==> config.mk <==
export PLATFORM = sky130hd
export DESIGN_NAME = tie_top
export DESIGN_NICKNAME = d
export VERILOG_FILES = /design/src/hdl/tie_pkg.sv /design/src/hdl/tie_reg_if.sv /design/src/hdl/tie_apb.sv /design/src/hdl/tie_top.sv
export VERILOG_INCLUDE_DIRS = /design/src /design/src/hdl
export SDC_FILE = /design/constraint.sdc
export NUM_CORES = 1
export LEC_CHECK = 0
export BUFFER_PORTS_ARGS = -buffer_cell sky130_fd_sc_hd__buf_2
export CAP_MARGIN = 20
export CORE_AREA = 5 5 105 107
export DETAILED_ROUTE_END_ITERATION = 12
export DIE_AREA = 0 0 110 112
export GPL_TIMING_DRIVEN = 0
export PLACE_DENSITY = 0.75
export SETUP_SLACK_MARGIN = 0.15
export SYNTH_ARGS = -nofsm -noshare
export SYNTH_HDL_FRONTEND = slang
export SYNTH_SLANG_ARGS = --single-unit
==> constraint.sdc <==
create_clock -name clk -period 3.6 [get_ports clk]
set_input_delay 0.18 -clock clk [delete_from_list [all_inputs] [get_ports clk]]
set_output_delay 0.18 -clock clk [all_outputs]
set_load 0.01 [all_outputs]
==> src/hdl/tie_cfg.svh <==
// Purpose: offsets, field positions, masks and reset values of the timer irq enable/status block
// Assumes: 32-bit APB, one aligned word per register
// Notes:   definitions only
`ifndef TIE_CFG_SVH
`define TIE_CFG_SVH

`define TIE_NUM_CH          5
`define TIE_ADDR_W          12
// register word offsets (byte addresses)
`define TIE_OFS_ENABLE_BASE 12'h000
`define TIE_OFS_STATUS_BASE 12'h020
`define TIE_OFS_STRIDE      12'h004
// enable register fields
`define TIE_EN_TRIG_BIT     7
`define TIE_EN_RSVD_BIT     6
`define TIE_EN_UDF_BIT      5
`define TIE_EN_OVF_BIT      4
`define TIE_EN_D_BIT        3
`define TIE_EN_C_BIT        2
`define TIE_EN_B_BIT        1
`define TIE_EN_A_BIT        0
// status register fields
`define TIE_ST_DIR_BIT      7
`define TIE_ST_ONE_BIT      6
`define TIE_ST_UDF_BIT      5
`define TIE_ST_OVF_BIT      4
`define TIE_ST_D_BIT        3
`define TIE_ST_C_BIT        2
`define TIE_ST_B_BIT        1
`define TIE_ST_A_BIT        0
// reset values
`define TIE_ENABLE_RESET    8'h40
`define TIE_STATUS_RESET    8'hC0
// writable enable bits: full layout (ch0,3,4) and reduced layout (ch1,2)
`define TIE_EN_MASK_FULL    8'h9F
`define TIE_EN_MASK_RED     8'hB3
// implemented flag bits per layout
`define TIE_FLAG_MASK_FULL  8'h1F
`define TIE_FLAG_MASK_RED   8'h33

`endif

==> src/hdl/tie_pkg.sv <==
// Purpose: shared types of the timer irq enable/status block
// Assumes: five channels, byte-wide registers
// Notes:   numbers live in tie_cfg.svh
package tie_pkg;
  typedef logic [7:0]      tie_byte_t;  // one register byte
  typedef logic [4:0]      tie_chan_t;  // one bit per channel
  typedef logic [4:0][7:0] tie_bank_t;  // one byte per channel
endpackage

==> src/hdl/tie_reg_if.sv <==
// Purpose: carries register strobes and readback between bus slave and core
// Assumes: single clock domain
// Notes:   strobes are one-cycle, valid at the completing bus edge
`timescale 1ns/1ps
`default_nettype none
interface tie_reg_if;
  import tie_pkg::*;
  tie_chan_t en_wr;  // enable register write strobes
  tie_chan_t st_wr;  // status register write strobes
  tie_byte_t wdata;  // write byte
  tie_bank_t en_rd;  // enable readback
  tie_bank_t st_rd;  // status readback
  modport slave (output en_wr, output st_wr, output wdata, input en_rd, input st_rd);
  modport core  (input en_wr, input st_wr, input wdata, output en_rd, output st_rd);
endinterface
`default_nettype wire

==> src/hdl/tie_apb.sv <==
// Purpose: APB slave in front of the enable and status registers
// Assumes: APB3 signalling, one wait state on every access
// Notes:   unmapped addresses answer with pslverr, writes to them are dropped
`timescale 1ns/1ps
`include "tie_cfg.svh"
`default_nettype none
module tie_apb
  import tie_pkg::*;
(
  input  wire logic                     clk,
  input  wire logic                     rst,
  input  wire logic                     psel,
  input  wire logic                     penable,
  input  wire logic                     pwrite,
  input  wire logic [`TIE_ADDR_W-1:0]   paddr,
  input  wire logic [31:0]              pwdata,
  output logic      [31:0]              prdata,
  output logic                          pready,
  output logic                          pslverr,
  tie_reg_if.slave                      regs
);
  // word index and bank split of the address
  wire logic [2:0] word_idx  = paddr[4:2];
  wire logic       is_status = paddr[5];
  // mapped: first 64 bytes, aligned, index below channel count
  wire logic       mapped    = (paddr[`TIE_ADDR_W-1:6] == '0) && (paddr[1:0] == 2'h0)
                               && (word_idx < 3'(`TIE_NUM_CH));
  // access phase still waiting for its answer
  wire logic       acc_wait  = psel && penable && !pready;
  // completing edge of a mapped write
  wire logic       wr_go     = psel && penable && pready && pwrite && mapped;
  wire tie_chan_t  idx_hot   = tie_chan_t'(5'h01 << word_idx);
  // read mux over both banks
  wire tie_byte_t  rd_byte   = is_status ? regs.st_rd[word_idx] : regs.en_rd[word_idx];

  assign regs.en_wr = (wr_go && !is_status) ? idx_hot : 5'h00;
  assign regs.st_wr = (wr_go && is_status) ? idx_hot : 5'h00;
  assign regs.wdata = pwdata[7:0];

  // answer one cycle into the access phase, drop it right after
  always_ff @(posedge clk or posedge rst) begin
    if (rst) begin
      pready  <= 1'b0;
      pslverr <= 1'b0;
      prdata  <= 32'h0000_0000;
    end else begin
      pready  <= acc_wait;
      pslverr <= acc_wait && !mapped;
      // upper bits read as zero; unmapped reads return zero
      if (acc_wait) begin
        prdata <= (mapped && !pwrite) ? {24'h00_0000, rd_byte} : 32'h0000_0000;
      end
    end
  end
endmodule
`default_nettype wire

==> src/hdl/tie_top.sv <==
// Purpose: per-channel interrupt enable and event status registers of a five-channel 16-bit timer
// Assumes: counter events arrive as one-cycle pulses synchronous to clk
// Notes:   rst is power-on; standby and manual_rst are synchronous levels
//
// Overview of operation
// trigger enable passes match A as converter start
// enable bit 6 is reserved, writes ignored
// channels 1,2 underflow enable gates underflow request
// underflow enable reads 0 on channels 0,3,4
// overflow enable gates overflow request everywhere
// D and C enables on channels 0,3,4 only
// B and A enables gate requests everywhere
// channels 1,2 use the reduced enable layout
// one 8-bit status register per channel
// status loads C0 on power-on and standby
// manual reset keeps every status register
// flags clear by writing 0, never set
// direction flag shows count direction, resets up
// channel 0 direction position always reads 1
// status bit 6 always reads 1
// channels 1,2 use the reduced status layout
// enable registers load 40 on reset, standby
// match flags set on compare or capture
// overflow and underflow wraps set their flags
// request is flag AND enable, held until cleared
`timescale 1ns/1ps
`include "tie_cfg.svh"
`default_nettype none
module tie_top
  import tie_pkg::*;
(
  input  wire logic                     clk,
  input  wire logic                     rst,
  // synchronous power-saving and manual reset levels
  input  wire logic                     standby,
  input  wire logic                     manual_rst,
  // APB slave
  input  wire logic                     psel,
  input  wire logic                     penable,
  input  wire logic                     pwrite,
  input  wire logic [`TIE_ADDR_W-1:0]   paddr,
  input  wire logic [31:0]              pwdata,
  output logic      [31:0]              prdata,
  output logic                          pready,
  output logic                          pslverr,
  // counter events, one bit per channel, one-cycle pulses
  input  wire tie_chan_t                match_a_evt,
  input  wire tie_chan_t                match_b_evt,
  input  wire tie_chan_t                match_c_evt,
  input  wire tie_chan_t                match_d_evt,
  input  wire tie_chan_t                overflow_evt,
  input  wire tie_chan_t                underflow_evt,
  // counter direction level, 1 = counting up
  input  wire tie_chan_t                count_up,
  // interrupt requests, levels
  output tie_chan_t                     match_a_irq,
  output tie_chan_t                     match_b_irq,
  output tie_chan_t                     match_c_irq,
  output tie_chan_t                     match_d_irq,
  output tie_chan_t                     overflow_irq,
  output tie_chan_t                     underflow_irq,
  // converter start request, one-cycle pulse
  output tie_chan_t                     convert_start
);

  // carrier between the bus slave and the register core
  tie_reg_if regs ();

  // bus slave: decode, read mux and answer flops
  tie_apb u_apb (
    .clk     (clk),
    .rst     (rst),
    .psel    (psel),
    .penable (penable),
    .pwrite  (pwrite),
    .paddr   (paddr),
    .pwdata  (pwdata),
    .prdata  (prdata),
    .pready  (pready),
    .pslverr (pslverr),
    .regs    (regs)
  );

  // stored enable bytes, reserved positions held at their constant value
  tie_bank_t enable_q;
  // stored flag bytes, only bits 5..0 are real storage
  tie_bank_t flag_q;
  // next values per channel
  tie_bank_t next_enable;
  tie_bank_t next_flag;
  // request terms computed from the stored state
  tie_bank_t req_term;
  // raw event bits lined up with the status layout
  tie_bank_t evt_bits;
  // clear bits from a status write
  tie_bank_t clr_bits;

  // one generate loop builds every channel
  for (genvar ch = 0; ch < `TIE_NUM_CH; ch++) begin : g_ch

    // channels 1 and 2 are the up/down counters with the reduced layout
    localparam bit REDUCED = (ch == 1) || (ch == 2);
    // writable enable positions for this layout
    localparam tie_byte_t EN_MASK = REDUCED ? `TIE_EN_MASK_RED : `TIE_EN_MASK_FULL;
    // implemented flag positions for this layout
    localparam tie_byte_t FL_MASK = REDUCED ? `TIE_FLAG_MASK_RED : `TIE_FLAG_MASK_FULL;

    // events in status bit order, masked to what this channel has
    assign evt_bits[ch] = {2'b00,
                           underflow_evt[ch],
                           overflow_evt[ch],
                           match_d_evt[ch],
                           match_c_evt[ch],
                           match_b_evt[ch],
                           match_a_evt[ch]} & FL_MASK;

    // a status write clears every implemented flag written as 0
    assign clr_bits[ch] = regs.st_wr[ch] ? (~regs.wdata & FL_MASK) : 8'h00;

    // enable next value: only writable positions follow the bus,
    // bit 6 keeps its reset 1 and reserved bits keep their 0
    assign next_enable[ch] = regs.en_wr[ch]
                           ? ((regs.wdata & EN_MASK) | (enable_q[ch] & ~EN_MASK))
                           : enable_q[ch];

    // flag next value: set wins over a clear in the same cycle, so a
    // wrap arriving while software clears is never lost; writing 1
    // cannot set a flag because clr_bits only removes bits
    assign next_flag[ch] = (flag_q[ch] & ~clr_bits[ch]) | evt_bits[ch];

    // request = flag AND enable; bits line up position for position
    assign req_term[ch] = flag_q[ch] & enable_q[ch] & FL_MASK;

    // enable registers: power-on, standby and manual reset all reload
    always_ff @(posedge clk or posedge rst) begin
      if (rst) begin
        enable_q[ch] <= `TIE_ENABLE_RESET;
      end else if (standby || manual_rst) begin
        enable_q[ch] <= `TIE_ENABLE_RESET;
      end else begin
        enable_q[ch] <= next_enable[ch];
      end
    end

    // flag storage: power-on and standby reload, manual reset does not
    always_ff @(posedge clk or posedge rst) begin
      if (rst) begin
        flag_q[ch] <= `TIE_STATUS_RESET & FL_MASK;
      end else if (standby) begin
        flag_q[ch] <= `TIE_STATUS_RESET & FL_MASK;
      end else begin
        // manual_rst deliberately absent here
        flag_q[ch] <= next_flag[ch];
      end
    end

    // interrupt request flops; one cycle behind the flag, held as a
    // level until either the flag or the enable is cleared
    always_ff @(posedge clk or posedge rst) begin
      if (rst) begin
        match_a_irq[ch]   <= 1'b0;
        match_b_irq[ch]   <= 1'b0;
        match_c_irq[ch]   <= 1'b0;
        match_d_irq[ch]   <= 1'b0;
        overflow_irq[ch]  <= 1'b0;
        underflow_irq[ch] <= 1'b0;
      end else begin
        match_a_irq[ch]   <= req_term[ch][`TIE_EN_A_BIT];
        match_b_irq[ch]   <= req_term[ch][`TIE_EN_B_BIT];
        match_c_irq[ch]   <= req_term[ch][`TIE_EN_C_BIT];
        match_d_irq[ch]   <= req_term[ch][`TIE_EN_D_BIT];
        overflow_irq[ch]  <= req_term[ch][`TIE_EN_OVF_BIT];
        underflow_irq[ch] <= req_term[ch][`TIE_EN_UDF_BIT];
      end
    end

    // converter start follows the match A event itself, not the flag,
    // so a still-set flag does not retrigger conversions every cycle
    always_ff @(posedge clk or posedge rst) begin
      if (rst) begin
        convert_start[ch] <= 1'b0;
      end else begin
        convert_start[ch] <= match_a_evt[ch] && enable_q[ch][`TIE_EN_TRIG_BIT];
      end
    end

    // enable readback is the stored byte as is
    assign regs.en_rd[ch] = enable_q[ch];

    // status readback: direction in bit 7, constant 1 in bit 6, flags below
    if (ch == 0) begin : g_dir_fixed
      // the increment-only channel has no direction to show
      assign regs.st_rd[ch] = {1'b1, 1'b1, flag_q[ch][5:0]};
    end else begin : g_dir_live
      // live direction; counter logic holds it at 1 after reset
      assign regs.st_rd[ch] = {count_up[ch], 1'b1, flag_q[ch][5:0]};
    end
  end

endmodule
`default_nettype wire

Word-level counts from Yosys, hierarchy flattened:

Cells that the tools add are included.

* flip-flop bits (word level): 142
* bits of input ports: 86
* output and inout bits: 69
* word-level logic and storage cells: 126

* $lt $le $gt $ge: 2
* shift-type cells: 1
* muxes and demuxes: 28
* bitwise gates (word level): 26
* reduce and logical (&&, ||, !) cells: 28

Operators with widths (count)
* 8-bit 2-to-1 mux: 19
* 8-bit binary-select mux with 3-bit select: 2
* 8-bit bitwise AND: 5
* 8-bit by 7-bit bitwise OR with 8-bit output: 5
* 5-bit 2-to-1 mux: 5
* 5-bit inverter with 8-bit output: 3
* 8-bit by 5-bit bitwise OR with 8-bit output: 3
* 1-bit logical AND: 16
* 6-bit inverter with 8-bit output: 2
* 8-bit by 6-bit bitwise OR with 8-bit output: 2
* 5-bit bitwise AND: 3
* 6-bit bitwise AND: 2
* 6-bit 2-to-1 mux: 2
* 2-bit nonzero test: 5
* 6-bit logical NOT: 1
* 6-bit inverter: 1
* 1-bit by 3-bit left shift with 5-bit output, first input constant: 1
* 1-bit logical NOT: 4
* 3-bit by 4-bit < comparator with 1-bit output, second input constant: 1
* 3-bit < comparator, second input constant: 1
* 2-bit logical NOT: 1
* 1-bit logical OR: 1

Longest topological paths before layout:

* word-level depth: 11
* gate-level depth with buffers: 6
* mapped depth without buffers: 4

Hierarchy:

From an unflattened synthesis, not the netlist that was laid out.

* cells, all modules: 401
* area total of the unflattened synthesis: 4566.9 sq um

Modules (own cells, without submodules)
* tie_top: instances 1, cells an instance 259, area an instance 3180.6 sq um, seq. area each 2003.2 sq um
* tie_apb: instances 1, cells an instance 142, area an instance 1386.3 sq um, seq. area each 250.2 sq um

Worst setup path before layout:

No wires, ideal clock.

* path type: register to register
* start point: reg u_apb.pready
* end point: reg flag_q[16] (netlist bit)
* library setup time: 0.153 ns
* data arrival time: 1.562 ns
* data required time: 3.447 ns
* slack: 1.886 ns
* stages on the path, launching flop included: 6
* buffers on the path: 1
* period minus slack after synthesis: 1.714 ns
* cell sequence: dfrtp_1 -> and4_1 -> buf_1 -> nand2_4 -> nor4_1 -> a211oi_1

* longest elaborated chain between the ends: 10

Ends and longest elaborated chain
* from (decl): RTL line tie_apb.sv:18 `output logic pready,`
* from (signal assigned): RTL line tie_apb.sv:47 `pready <= acc_wait;`
* 1-bit logical AND (3 in a row): RTL line tie_apb.sv:31 `wire logic wr_go = psel && penable && pready && pwrite && mapped;`
* 1-bit logical AND: RTL line tie_apb.sv:37 `assign regs.st_wr = (wr_go && is_status) ? idx_hot : 5'h00;`
* 5-bit 2-to-1 mux: RTL line tie_apb.sv:37
* 6-bit 2-to-1 mux: RTL line tie_top.sv:118 `assign clr_bits[ch] = regs.st_wr[ch] ? (~regs.wdata & FL_MASK) : 8'h00;`
* 6-bit inverter with 8-bit output: RTL line tie_top.sv:129 `assign next_flag[ch] = (flag_q[ch] & ~clr_bits[ch]) | evt_bits[ch];`
* 8-bit bitwise AND: RTL line tie_top.sv:129
* 8-bit by 6-bit bitwise OR with 8-bit output: RTL line tie_top.sv:129
* 8-bit 2-to-1 mux: RTL line tie_top.sv:149 `end else if (standby) begin`
* to (signal, indexed assignment): RTL line tie_top.sv:148 `` flag_q[ch] <= `TIE_STATUS_RESET & FL_MASK; ``
* to (signal, indexed assignment): RTL line tie_top.sv:150 `` flag_q[ch] <= `TIE_STATUS_RESET & FL_MASK; ``
* to (signal, indexed assignment): RTL line tie_top.sv:153 `flag_q[ch] <= next_flag[ch];`
* to (decl): RTL line tie_top.sv:87 `tie_bank_t flag_q;`

No other way between the ends.
A chain may end at the register's enable or synchronous reset.

Worst setup path after layout:

Same ends and word-level chain as after synthesis.

==> metrics <==
Buf/Inv on CP=1; Cell variety after synth=44; CTS tree=done; min-delay worst type=primary input to register; endpoint type of the worst setup path=register; Tot GR Track Use=roughly a fifth; Routed WL per cell=~16 µm; crit share post-route=65.6%; Worst setup SP type=register; multiplexer share of the synthesized area=9.98%; Clock power frac=35.5%; crit-path max FO=8; Post-Layout Inst Area=5290 µm²; core area=~10000 µm²; crit-path leading delay family=simple AND/OR/NAND/NOR gates; CP max-delay cell=nor4_1; worst path cell trace=and4_1 > buf_1 > nand2_4 > nor4_1 > a211oi_1; final std cells w/o fill=between 600 and 700; area grow syn2layout=22.2%; largest family of logic cells by synthesized area=simple AND/OR/NAND/NOR gates; H-tree depth=3; status=finished clean; Post-Syn Area per Cell=just over 10 µm²; Final WS setup=1.24 ns; GR Overflow Total=0; Pleak=roughly 2.8 nW; minimum clock period=2.36 ns; hold slack=approximately 0.039 ns; Synth Area in XOR/XNOR=0%; Post-route DRC=0; vias in the first global route=3632; Net Sw Frac=between 20% and 30%; final-report hold violation count=0; Routed Antenna Nets=0; initial antenna violation count=0; clk root buf=clkbuf_8; Placed Area=5080 µm²; first-pass GRT wire length=18300 µm; pre-CTS setup slack=1.23 ns; most frequent cells in the layout=buf_2 (89), dfrtp_1 (89), nor2_1 (50); Cell Area, Synth=4330 µm²; Pre-antenna DRT Iters=4; compound-gate portion of the synthesized area=10.7%; Num Clock Sinks=90; largest stage delay on the critical path=0.92 ns; Peak Freq=423 MHz; max cap viols=0; die area=12300 µm²; TNS Setup=0 ns; RSZ-0062 raised after global routing=false; antenna fix cells=0; largest net degree at the start of global routing=53; pwr dens=370 nW/µm²; GP Congestion=0.950; total number of vias=3487; Pint=1.45 mW; Sw Pwr=roughly 500 µW; Syn. warnings=0; Post-Synth Adder-Cell Area=0%; Reg power frac=53.3%; DR iter-0 viols=254; layout cells sized above 1=26.9%; Slew HR=28.8%; Die Width=between 100 and 150 µm; DP HPWL=8630 µm; Synth Instances=425; Worst-Margin Slew=around 1.1 ns; CTS Buf Count=9; CTS clk-pin slew, worst paths=0.09 ns; number of synthesized register bits=90; combinational power share=11.2%; Simple-Gate Fraction of Synth Area=18.3%; clk_skew=around 0.014 ns; Crit Path Class=register to register; DRT Wirelength=11200 µm; Initial Util=43.1%; Worst EP arrival=2.54 ns; max-slew violations=0; required time worst endpoint=3.78 ns; final setup fails=0; later-pin clock latency in the skew report=0.37 ns; fin nets=642; Die Y=112 µm; sequential element share of the synthesized area=52.1%; Via density=5.00; Post-Place Cells=about 700; Boundary Pins=155; FP Rows=37; peak supply drop=0.161 mV; IO buf count=88; clock buffer depth=2
flip-flops by register name (all words and copies together), names as in the netlist:
register and count:
match_b_irq 5, enable_q 29, underflow_irq 2, convert_start 5, u_apb.prdata 8, overflow_irq 5, u_apb.pready 1, u_apb.pslverr 1
match_a_irq 5, flag_q 23, match_c_irq 3, match_d_irq 3
worst reg2reg max path: stages (launching register included):
cell and delay [ns]:
dfrtp_1 0.36, and4_1 0.18, buf_1 0.39, nand2_4 0.12, nor4_1 0.92, a211oi_1 0.20
cell usage after synthesis:
cell | instances | area (µm²)
nor4_1 | 2 | 12.5
buf_4 | 32 | 240
o22ai_1 | 5 | 31.3
nand4_2 | 3 | 37.5
nand2_4 | 1 | 11.3
nor3_1 | 2 | 10.0
inv_1 | 19 | 71.3
nand3b_1 | 4 | 30.0
dfrtp_1 | 89 | 2230
o311ai_0 | 1 | 8.76
or3_1 | 1 | 6.26
and4_1 | 1 | 8.76
and2_1 | 26 | 163
nand3_1 | 3 | 15.0
and3b_1 | 1 | 8.76
nor4_4 | 2 | 42.5
a31oi_1 | 1 | 6.26
nand2_1 | 33 | 124
nor4b_1 | 2 | 17.5
buf_1 | 2 | 7.51
a211o_1 | 1 | 8.76
nand4_1 | 4 | 25.0
o21ai_0 | 26 | 130
nor2_1 | 50 | 188
and3_2 | 1 | 7.51
or2_2 | 3 | 18.8
conb_1 | 1 | 3.75
nand2b_1 | 1 | 6.26
a21oi_1 | 13 | 65.1
dfstp_2 | 1 | 26.3
nor2b_1 | 4 | 25.0
a211oi_1 | 15 | 113
a311oi_1 | 3 | 26.3
mux2_2 | 1 | 11.3
o31ai_1 | 4 | 30.0
mux2i_1 | 42 | 420
buf_2 | 1 | 5.00
o221ai_1 | 2 | 17.5
or4_4 | 1 | 11.3
nor4_2 | 1 | 12.5
a2111oi_0 | 2 | 17.5
nor4bb_1 | 1 | 10.0
clkbuf_1 | 16 | 60.1
o211ai_1 | 1 | 7.51
path summary, 6_finish.rpt:
check / from / endpoint / slack, ns / cells after the start
setup / recovery: u_apb.pready$_DFF_PP0_ / flag_q[16]$_DFF_PP0_ / 1.24 / 5
hold / removal: match_a_evt[0] / convert_start[0]$_DFF_PP0_ / 0.04 / 2
setup reg to reg: u_apb.pready$_DFF_PP0_ / flag_q[16]$_DFF_PP0_ / 1.24 / 5
hold reg to reg: u_apb.prdata[3]$_DFFE_PP0P_ / u_apb.prdata[3]$_DFFE_PP0P_ / 0.48 / 2
max in group asynchronous: rst / enable_q[6]$_DFFE_PP1P_ / 2.55 / 4
min in group asynchronous: rst / enable_q[20]$_DFFE_PP0P_ / 0.41 / 3
layer usage:
layer,wire length [µm],part of all wire [%],GRT usage (%),up-vias
met3,841,7.5,4.81,15
met5,0,0,0,-
li1,-,-,-,1660
met1,4860,43,26.0,1670
met2,5340,48,29.4,142
met4,194,1.7,7.73,0
cells by family (layout without fill, tap and decap cells):
group | count (synthesis) | in the layout
flops | 90 | 90
simple gates | 147 | 147
compound gates | 74 | 74
other cells | 1 | 31
mux | 43 | 43
buf+inv | 70 | 176
cell type report:
cell class,count,area (µm²)
Buffer,51,313
Clock buffer,12,145
Clock inverter,4,51.3
Fill cell,963,4760
Inverter,19,73.8
Multi-Input combinational cell,295,1800
Sequential cell,90,2250
Tap cell,136,170
Timing Repair Buffer,90,478
stage by stage:
stage / utilization [%] / power (mW)
finish: 52.6 / 1.95
global route: 52.6 / 2.04
CTS: 52.6 / 1.97
detailed placement: 50.6 / 1.28
global placement: 50.3 / 1.27
floorplan: - / 1.19
power groups by stage:
stage	combinational, mW	sequential (mW)	clock (mW)
global placement	0.205	1.06	0
finish	0.218	1.04	0.694
detailed placement	0.215	1.06	0
global route	0.244	1.04	0.748
CTS	0.217	1.04	0.708
floorplan	0.136	1.06	0
repair_timing:
action	CTS	global route
hold buffers	1	0
gates resized for setup	0	0
hold endpoints to repair	38	0
buffers inserted	0	0
Power figures use the tool's default switching activity.
